==> src/include/pattern_output_pkg.sv <==
package pattern_output_pkg;
   // register byte offsets on the bus
   localparam logic [7:0] OFF_NEXT_ENABLE_LOW = 8'h00;
   localparam logic [7:0] OFF_NEXT_ENABLE_HIGH = 8'h04;
   localparam logic [7:0] OFF_TRIGGER_SELECT = 8'h08;
   localparam logic [7:0] OFF_NEXT_DATA_LOW = 8'h0C;
   localparam logic [7:0] OFF_NEXT_DATA_HIGH = 8'h10;
   localparam logic [7:0] OFF_PORT_B_DATA = 8'h14;
   // reset values
   localparam logic [7:0] RST_NEXT_ENABLE = 8'h00;
   localparam logic [7:0] RST_TRIGGER_SELECT = 8'hFF;
   localparam logic [7:0] RST_NEXT_DATA = 8'h00;
   localparam logic [15:0] RST_PORT_B_DATA = 16'h0000;
   // layout
   localparam int GROUP_COUNT = 4;
   localparam int GROUP_WIDTH = 4;
   localparam int SEL_WIDTH = 2;
   localparam int CHANNEL_COUNT = 4;
   localparam int PORT_WIDTH = 16;
endpackage

==> src/logic/group_trigger_select.sv <==
`timescale 1ns/1ns
// picks one channel's compare-match A pulse for one output group
module group_trigger_select
   import pattern_output_pkg::*;
(
   // selection
   input wire logic [SEL_WIDTH-1:0] channelSel,
   // compare-match pulses from the timer unit
   input wire logic [CHANNEL_COUNT-1:0] compareMatchA,
   // chosen trigger
   output logic groupTrigger
);
   assign groupTrigger = compareMatchA[channelSel]; // [RULE14]
endmodule // group_trigger_select

==> src/logic/pattern_output_enable_trigger.sv <==
`timescale 1ns/1ns
// Functional notes
// [RULE1] on selected match, enabled low next-data bits load port bits 7..0
// [RULE2] on selected match, enabled high next-data bits load port bits 15..8
// [RULE3] disabled bits never transfer; their port value stays as it was
// [RULE4] low enable register, 8 bits read/write, bit n gates bit n
// [RULE5] high enable register, 8 bits read/write, bit k gates bit k+8
// [RULE6] low enables reset to zero and survive standby
// [RULE7] high enables reset to zero and survive standby
// [RULE8] trigger select resets to all ones, channel 3, survives standby
// [RULE9] select bits 7..6 choose channel for group 3, outputs 15..12
// [RULE10] select bits 5..4 choose channel for group 2, outputs 11..8
// [RULE11] select bits 3..2 choose channel for group 1, outputs 7..4
// [RULE12] select bits 1..0 choose channel for group 0, outputs 3..0
// [RULE13] software writes cannot change port bits enabled for pattern output
// [RULE14] ordinary mode triggers on compare match A of the chosen channel
// [RULE15] next-data resets to zero; upper nibble odd group, lower even group
// [RULE16] all enabled bits of a group update in the pulse's sampled cycle
module pattern_output_enable_trigger
   import pattern_output_pkg::*;
(
   // clock and reset
   input wire logic clk,
   input wire logic reset_n,
   // apb slave
   input wire logic psel,
   input wire logic penable,
   input wire logic pwrite,
   input wire logic [7:0] paddr,
   input wire logic [31:0] pwdata,
   output logic [31:0] prdata,
   output logic pready,
   output logic pslverr,
   // timer unit compare-match A pulses, one per channel
   input wire logic [CHANNEL_COUNT-1:0] compareMatchA,
   // standby request; registers hold their contents regardless
   input wire logic standby,
   // pattern pins
   output logic [PORT_WIDTH-1:0] pattern_pins,
   output logic [PORT_WIDTH-1:0] patternEnable
);
   logic resetMeta_q;
   logic resetSync_q;
   logic [7:0] nextEnableLow_q;
   logic [7:0] nextEnableHigh_q;
   logic [7:0] triggerSelect_q;
   logic [7:0] nextDataLow_q;
   logic [7:0] nextDataHigh_q;
   logic [PORT_WIDTH-1:0] portData_q;
   logic [PORT_WIDTH-1:0] portData_d;
   logic [31:0] prdata_q;
   logic [31:0] readData;
   logic [GROUP_COUNT-1:0] groupTrigger;
   logic [PORT_WIDTH-1:0] enableAll;
   logic [PORT_WIDTH-1:0] nextAll;
   logic writeAccess;
   logic readSetup;
   logic addrHit;

   // reset released through two flops
   always_ff @(posedge clk or negedge reset_n) begin
      if (!reset_n) begin
         resetMeta_q <= 1'b0;
         resetSync_q <= 1'b0;
      end else begin
         resetMeta_q <= 1'b1;
         resetSync_q <= resetMeta_q;
      end
   end

   // zero-wait slave: the access phase always completes in one cycle
   assign pready = 1'b1;
   assign writeAccess = psel && penable && pwrite;
   assign readSetup = psel && !penable && !pwrite;
   assign addrHit = (paddr == OFF_NEXT_ENABLE_LOW) || (paddr == OFF_NEXT_ENABLE_HIGH)
      || (paddr == OFF_TRIGGER_SELECT) || (paddr == OFF_NEXT_DATA_LOW)
      || (paddr == OFF_NEXT_DATA_HIGH) || (paddr == OFF_PORT_B_DATA);
   assign pslverr = psel && penable && !addrHit;

   // standby is deliberately not a term here: contents are kept through it
   always_ff @(posedge clk or negedge resetSync_q) begin
      if (!resetSync_q) begin
         nextEnableLow_q <= RST_NEXT_ENABLE; // [RULE6]
         nextEnableHigh_q <= RST_NEXT_ENABLE; // [RULE7]
         triggerSelect_q <= RST_TRIGGER_SELECT; // [RULE8]
      end else if (writeAccess) begin
         if (paddr == OFF_NEXT_ENABLE_LOW) begin
            nextEnableLow_q <= pwdata[7:0]; // [RULE4]
         end
         if (paddr == OFF_NEXT_ENABLE_HIGH) begin
            nextEnableHigh_q <= pwdata[7:0]; // [RULE5]
         end
         if (paddr == OFF_TRIGGER_SELECT) begin
            triggerSelect_q <= pwdata[7:0];
         end
      end
   end

   always_ff @(posedge clk or negedge resetSync_q) begin
      if (!resetSync_q) begin
         nextDataLow_q <= RST_NEXT_DATA; // [RULE15]
         nextDataHigh_q <= RST_NEXT_DATA; // [RULE15]
      end else if (writeAccess) begin
         if (paddr == OFF_NEXT_DATA_LOW) begin
            nextDataLow_q <= pwdata[7:0];
         end
         if (paddr == OFF_NEXT_DATA_HIGH) begin
            nextDataHigh_q <= pwdata[7:0];
         end
      end
   end

   assign enableAll = {nextEnableHigh_q, nextEnableLow_q};
   assign nextAll = {nextDataHigh_q, nextDataLow_q};

   // per group: two select bits pick a channel (bits 1..0 group 0 ... 7..6 group 3)
   genvar g;
   generate
      for (g = 0; g < GROUP_COUNT; g++) begin : groupGen
         group_trigger_select selectInst (
            .channelSel(triggerSelect_q[g*SEL_WIDTH +: SEL_WIDTH]), // [RULE9] [RULE10] [RULE11] [RULE12]
            .compareMatchA(compareMatchA),
            .groupTrigger(groupTrigger[g])
         );
      end
   endgenerate

   // software writes touch only disabled bits; a transfer on the same edge wins
   always_comb begin
      portData_d = portData_q;
      if (writeAccess && (paddr == OFF_PORT_B_DATA)) begin
         portData_d = (portData_q & enableAll) | (pwdata[15:0] & ~enableAll); // [RULE13]
      end
      for (int i = 0; i < PORT_WIDTH; i++) begin
         if (groupTrigger[i / GROUP_WIDTH] && enableAll[i]) begin // [RULE3] [RULE16]
            portData_d[i] = nextAll[i]; // [RULE1] [RULE2]
         end
      end
   end

   always_ff @(posedge clk or negedge resetSync_q) begin
      if (!resetSync_q) begin
         portData_q <= RST_PORT_B_DATA;
      end else begin
         portData_q <= portData_d;
      end
   end

   assign pattern_pins = portData_q;
   assign patternEnable = enableAll;

   always_comb begin
      readData = 32'h0000_0000;
      unique case (paddr)
         OFF_NEXT_ENABLE_LOW: readData[7:0] = nextEnableLow_q;
         OFF_NEXT_ENABLE_HIGH: readData[7:0] = nextEnableHigh_q;
         OFF_TRIGGER_SELECT: readData[7:0] = triggerSelect_q;
         OFF_NEXT_DATA_LOW: readData[7:0] = nextDataLow_q;
         OFF_NEXT_DATA_HIGH: readData[7:0] = nextDataHigh_q;
         OFF_PORT_B_DATA: readData[15:0] = portData_q;
         default: readData = 32'h0000_0000;
      endcase
   end

   // read data registered in the setup cycle, valid through the access phase
   always_ff @(posedge clk or negedge resetSync_q) begin
      if (!resetSync_q) begin
         prdata_q <= 32'h0000_0000;
      end else if (readSetup) begin
         prdata_q <= readData;
      end
   end

   assign prdata = prdata_q;

endmodule // pattern_output_enable_trigger

==> config.mk <==
export PLATFORM = sky130hd
export DESIGN_NAME = pattern_output_enable_trigger
export DESIGN_NICKNAME = d
export VERILOG_FILES = /design/src/include/pattern_output_pkg.sv /design/src/logic/group_trigger_select.sv /design/src/logic/pattern_output_enable_trigger.sv
export SDC_FILE = /design/constraint.sdc
export NUM_CORES = 1
export LEC_CHECK = 0
export BUFFER_PORTS_ARGS = -buffer_cell sky130_fd_sc_hd__buf_2
export CELL_PAD_IN_SITES_DETAIL_PLACEMENT = 1
export CELL_PAD_IN_SITES_GLOBAL_PLACEMENT = 2
export CORE_UTILIZATION = 36
export DETAILED_ROUTE_END_ITERATION = 6
export GPL_TIMING_DRIVEN = 0
export PLACE_DENSITY = 0.87
export REMOVE_ABC_BUFFERS = 1
export SYNTH_ARGS = -nofsm -noshare
export SYNTH_HDL_FRONTEND = slang
export SYNTH_SLANG_ARGS = --single-unit
==> constraint.sdc <==
create_clock -name clk -period 4.3 [get_ports clk]
set_input_delay 0.43 -clock clk [delete_from_list [all_inputs] [get_ports clk]]
set_output_delay 0.43 -clock clk [all_outputs]
set_load 0.005 [all_outputs]
==> metrics.yaml, run 1 <==
drt:
  ant_nets: 0
  route.vias.total: 2528
  drt-initial-drc-count: 84
  drc: 0
  wl_um: 9380
  wl_per_cell_um: 19.1
  viasPerCell: 5.14
  firstDrtPassIters: 4
worst_setup_path:
  crit_path_end_kind: "register"
  cpMaxStageDelayCell: "nor4_4"
  critPathKind: "input port to register"
  path_cells: "buf_2 -> nand4_1 -> nor4_4 -> buf_8 -> mux2i_1 -> mux2i_1"
  cp_common_cell: "mux2i_1"
  start_kind: "input port"
  crit_family: "simple AND/OR/NAND/NOR gates"
  crit_arrival_ns: 2.93
  path_max_fanout: 24
  cp.required_ns: 4.54
  critPathMaxStageDelay_ns: 0.94
  critPathBufInv: 2
sta:
  finalSetupTns_ns: 0
  slew_violations: 0
  period_share: 0.625
  worst_slew_pin_slew_ns: 1.28
  setup_ws_ns: 1.61
  finClkSkew_ns: 0.00620
  max_slew_margin: 0.138
  rsz0062_at_grt: "no"
  final_hold_viol_count: 0
  fin_crit_ns: 2.69
  fmax_mhz: 372
  setup-violations-final: 0
layout:
  finalNonFillerCells: 492
  fin_area_sq_um: 4450
  insertedDiodeCount: 0
  drive_above_1_share: 0.454
  final_common_cell: "buf_2"
  fillers: 1037
  area_growth_pct: 20.0
  finalNetCount: 404
  mostFrequentLayoutCells: "buf_2, dfrtp_1, mux2i_1, mux2_2, conb_1"
hold_path:
  hp-class: "register to async pin"
clocking:
  cts.repair.resized: 0
  hold_buffers: 1
  numCtsBuffers: 9
  htreeDepth: 3
  cts.sinks: 74
  post-cts-setup-buffer-count: 0
  root_buffer: "clkbuf_8"
  clkTransAtPathRegs_ns: 0.08
  clk_latency_ns: 0.35
  tritoncts: "done"
  clock_path_buffers: 2
global_route:
  grt_pass1_vias: 2683
  grt_use_total: 0.198
  grt_pass1_wl_um: 15100
  antenna_found_initial: 0
  grt_max_degree: 55
  overflow: 0
placement:
  placed_cell_area_sq_um: 4210
  place_inst: 475
  dpl_worst_slack_ns: 1.25
  gp_congestion: 0.725
  io_buffers: 81
  dp_hpwl_um: 6610
power:
  p_leak_nw: 2.18
  internal-power_mw: 1.11
  seq_power_share: 0.502
  switching_share: 0.228
  switchingPower_uw: 327
  clkPwrFrac: 0.430
  powerDensity_nw_per_um2: 322
  combPwrFrac: 0.068
  vdd_drop_max_uv: 216
die:
  ios: 116
  core_area_sq_um: 9860
  start_util: 0.376
  die_h_um: 103
  row_count: 36
  die_x_um: 103
  dieArea_sq_um: 10700
synth:
  synth_edf_count: 0
  syn_area_per_cell_sq_um: 13.7
  synth.yosys.seq_area_share: 0.502
  synth_area_sq_um: 3710
  syn-instance-count: 270
  synthArstFlopShare: 1.00
  yosysUniqueCellTypes: 32
  ys_ff_latch: 74
  ys_warn_count: 0
  ys.flop_type: "dfrtp_1"
flow_run:
  cap_violations: 0
status:
  status: "finished, final reports clean"
==> final timing paths <==
| check | slack [ns] | cells after the start | from | endpoint |
|---|---|---|---|---|
| min in group clk | 0.35 | 0 | resetMeta_q | resetSync_q |
| setup / recovery | 1.61 | 6 | paddr[2] | register |
| setup reg to reg | 2.68 | 3 | triggerSelect_q[4] | register |
| hold reg to reg | 0.21 | 0 | resetSync_q | nextDataLow_q[3] |
| hold / removal | 0.21 | 0 | resetSync_q | nextDataLow_q[3] |
| max in group asynchronous | 3.48 | 1 | resetSync_q | triggerSelect_q[7] |
==> cell type report <==
type	count	area [sq um]	area share
Multi-Input combinational cell	185	1730	0.389
Clock buffer	12	155	0.0349
Sequential cell	74	1870	0.419
Timing Repair Buffer	84	458	0.103
Clock inverter	4	73.8	0.0166
Tap cell	133	166	0.0374
==> per-stage QoR <==
step | hold WS [ns] | total power [mW] | utilization
2_1_floorplan | 0.134 | 0.775 | -
3_3_place_gp | 0.215 | 0.825 | 0.422
3_5_place_dp | 0.212 | 0.831 | 0.427
4_1_cts | 0.216 | 1.45 | 0.451
5_1_grt | 0.226 | 1.49 | 0.451
6_report | 0.205 | 1.43 | 0.451
==> power groups by stage <==
stage / clock network [mW] / logic (mW) / registers (mW)
floorplan: 0 / 0.0381 / 0.737
global placement: 0 / 0.0830 / 0.742
detailed placement: 0 / 0.0981 / 0.733
CTS: 0.635 / 0.0995 / 0.720
global route: 0.664 / 0.109 / 0.722
finish: 0.616 / 0.0976 / 0.719
==> synthesized netlist by cell type (all sizes together), types with 3 or more instances <==
cell type,n,area (sq um)
o21ai,8,40.0
nor3,7,57.6
a22oi,5,37.5
clkbuf,4,15.0
mux4,9,203
nand2b,3,18.8
buf,23,160
o22ai,3,18.8
nand2,8,30.0
mux2i,62,621
dfrtp,66,1650
a22o,8,70.1
mux2,40,450
dfstp,8,210
nor2,4,20.0
==> cells by family after synthesis <==
| kind of cell | after synthesis | synth area share |
|---|---|---|
| compound gates | 25 | 0.0469 |
| buf+inv | 27 | 0.0473 |
| flops | 74 | 0.502 |
| mux | 111 | 0.344 |
| other cells | 2 | 0.00203 |
| simple gates | 31 | 0.0577 |
==> metal layers <==
metal / up-vias / track usage / routed length, um
met1: 1296 / 0.265 / 4260
li1: 1152 / - / -
met3: 9 / 0.0497 / 481
met5: - / 0 / 0
met2: 71 / 0.313 / 4520
met4: 0 / 0.0715 / 114
Power figures use the tool's default switching activity.
==> run 2: changes to the inputs <==
- CORE_UTILIZATION: 36 -> 34
- PLACE_DENSITY: 0.87 -> 0.83
- clock period: 4.3 -> 2.7 ns (I/O delays scaled with it)
==> run 2 against run 1 <==
Die area grew 5.8%. Utilization decreased by 3.2 points. Setup slack worse by 1.5 ns. Global-route usage down 1.5 points. Clock skew up 0.0014 ns.
==> metrics.yaml, run 2 (synthesis gave the netlist of run 1 again) <==
status:
  status: "finished, final reports clean"
layout:
  finalNetCount: 404  # unchanged
  final_common_cell: "buf_2"
  mostFrequentLayoutCells: "buf_2, dfrtp_1, mux2i_1, mux2_2, conb_1"
  fillers: 1157  # +12%
  area_growth_pct: 18.3
  fin_area_sq_um: 4390  # -1.4%
  finalNonFillerCells: 496  # +0.81%
  drive_above_1_share: 0.440  # -0.0139
  utilization: 0.419  # -0.0318
clocking:
  cts.sinks: 74  # unchanged
  clkTransAtPathRegs_ns: 0.07  # about the same
  clk_latency_ns: 0.36  # about the same
  tritoncts: "done"
  root_buffer: "clkbuf_8"
  numCtsBuffers: 9  # unchanged
  htreeDepth: 3  # unchanged
  clock_path_buffers: 2  # unchanged
worst_setup_path:
  cp.required_ns: 2.93  # -1.61 ns
  crit_arrival_ns: 2.84  # -0.09 ns
  critPathKind: "input port to register"
  path_max_fanout: 24  # unchanged
  start_kind: "input port"
  regToRegStartpoint: "triggerSelect_q[2]"
  r2r_cells: 3  # unchanged
  crit_path_end_kind: "register"
  reg2reg_slack_ns: 1.09  # -1.59 ns
sta:
  final_hold_viol_count: 0  # unchanged
  fin_crit_ns: 2.61
  hold_ws_ns: 0.199  # -0.00630 ns
  finalSetupTns_ns: 0  # unchanged
  max_slew_margin: 0.212  # +0.0734
  worst_slew_pin_slew_ns: 1.17  # -0.109 ns
  slew_violations: 0  # unchanged
  setup-violations-final: 0  # unchanged
  rsz0062_at_grt: "no"
  period_share: 0.966
  fmax_mhz: 383
  finClkSkew_ns: 0.00759  # +0.00139 ns
power:
  p_leak_nw: 2.14  # -1.7%
  vdd_drop_max_uv: 195  # -9.9%
  powerDensity_nw_per_um2: 470  # +46%
placement:
  dp_hpwl_um: 6750  # +2.3%
  placed_cell_area_sq_um: 4210  # about the same
  place_inst: 478  # +0.63%
  gp_congestion: 0.714  # -1.4%
  io_buffers: 81  # unchanged
drt:
  ant_nets: 0  # unchanged
  wl_um: 9630  # +2.6%
  route.vias.total: 2561  # +1.3%
  firstDrtPassIters: 4  # unchanged
  drt-initial-drc-count: 112  # +33%
  viasPerCell: 5.16  # +0.49%
  drc: 0  # unchanged
  wl_per_cell_um: 19.4  # +1.8%
die:
  die_h_um: 106  # +2.8%
  die_x_um: 106  # +2.8%
  start_util: 0.354  # -0.0215
  ios: 116  # unchanged
  core_area_sq_um: 10500  # +6.1%
  row_count: 37  # +2.8%
  dieArea_sq_um: 11300  # +5.8%
global_route:
  grt-busiest-layer: "met2"
  grt_pass1_vias: 2675  # -0.30%
  grt_max_degree: 56  # +1.8%
  antenna_found_initial: 1  # +1
  use_met3: 0.0423  # -0.00743
  grt_pass1_wl_um: 15200  # +0.60%
  met1_usage: 0.238  # -0.0269
  grt_use_total: 0.183  # -0.0154
  grt_util_met2: 0.290  # -0.0234
  overflow: 0  # unchanged
hold_path:
  hp-class: "register to async pin"
flow_run:
  cap_violations: 0  # unchanged
-- run 2: cell count changes in the layout (fill, tap and decap cells not counted), sizes merged --
cell / change
clkbuf: +4
bufinv: -2
clkinv: -2
diode: +1
-- run 2: stage by stage --
stage                     setup slack, ns  power [mW]
after floorplan                     0.395        1.23
after global placement             -0.535        1.31
after detailed placement           -0.255        1.32
after CTS                           0.118        2.09
after global routing               0.0399        2.15
final                              0.0911        2.06
-- run 2: layer usage --
| metal | up-vias | wire (um) |
|---|---|---|
| met4 | 2 | 182 |
| li1 | 1149 | - |
| met2 | 65 | 4680 |
| met5 | - | 10 |
| met1 | 1331 | 4280 |
| met3 | 14 | 471 |
-- run 2: worst max path at each step --
stage	endpoint	from	slack (ns)
final	register	paddr[2]	0.09
after global routing	register	paddr[2]	0.04
after CTS	register	paddr[2]	0.12
after detailed placement	register	paddr[2]	-0.25
after global placement	register	paddr[2]	-0.54
after floorplan	register	paddr[1]	0.39
-- run 2: what timing repair did --
item | CTS | global route
endpoints found under the hold margin | 2 | 0
hold buffers | 1 | 0
setup endpoints to repair | 0 | 0
buffers inserted | 0 | 0
resized for setup | 0 | 0
-- run 2: final cells by class --
type,instances,area [sq um],share of cell area
sequential,74,1870,0.425
multi-input combinational,185,1730,0.394
timing repair buffer,84,458,0.104
tap,136,170,0.0388
clock buffer,16,160,0.0365
antenna,1,2.50,0.000571
-- run 2: worst max-delay path: stages --
cell and delay, ns:
buf_2 0.61, nand4_1 0.42, nor4_4 0.93, buf_8 0.25, mux2i_1 0.24, mux2i_1 0.11
-- run 2: report_power, final --
group          switching (mW)  internal (mW)
clock                   0.397          0.362
sequential             0.0204           1.13
combinational          0.0913         0.0648
total                   0.509           1.55
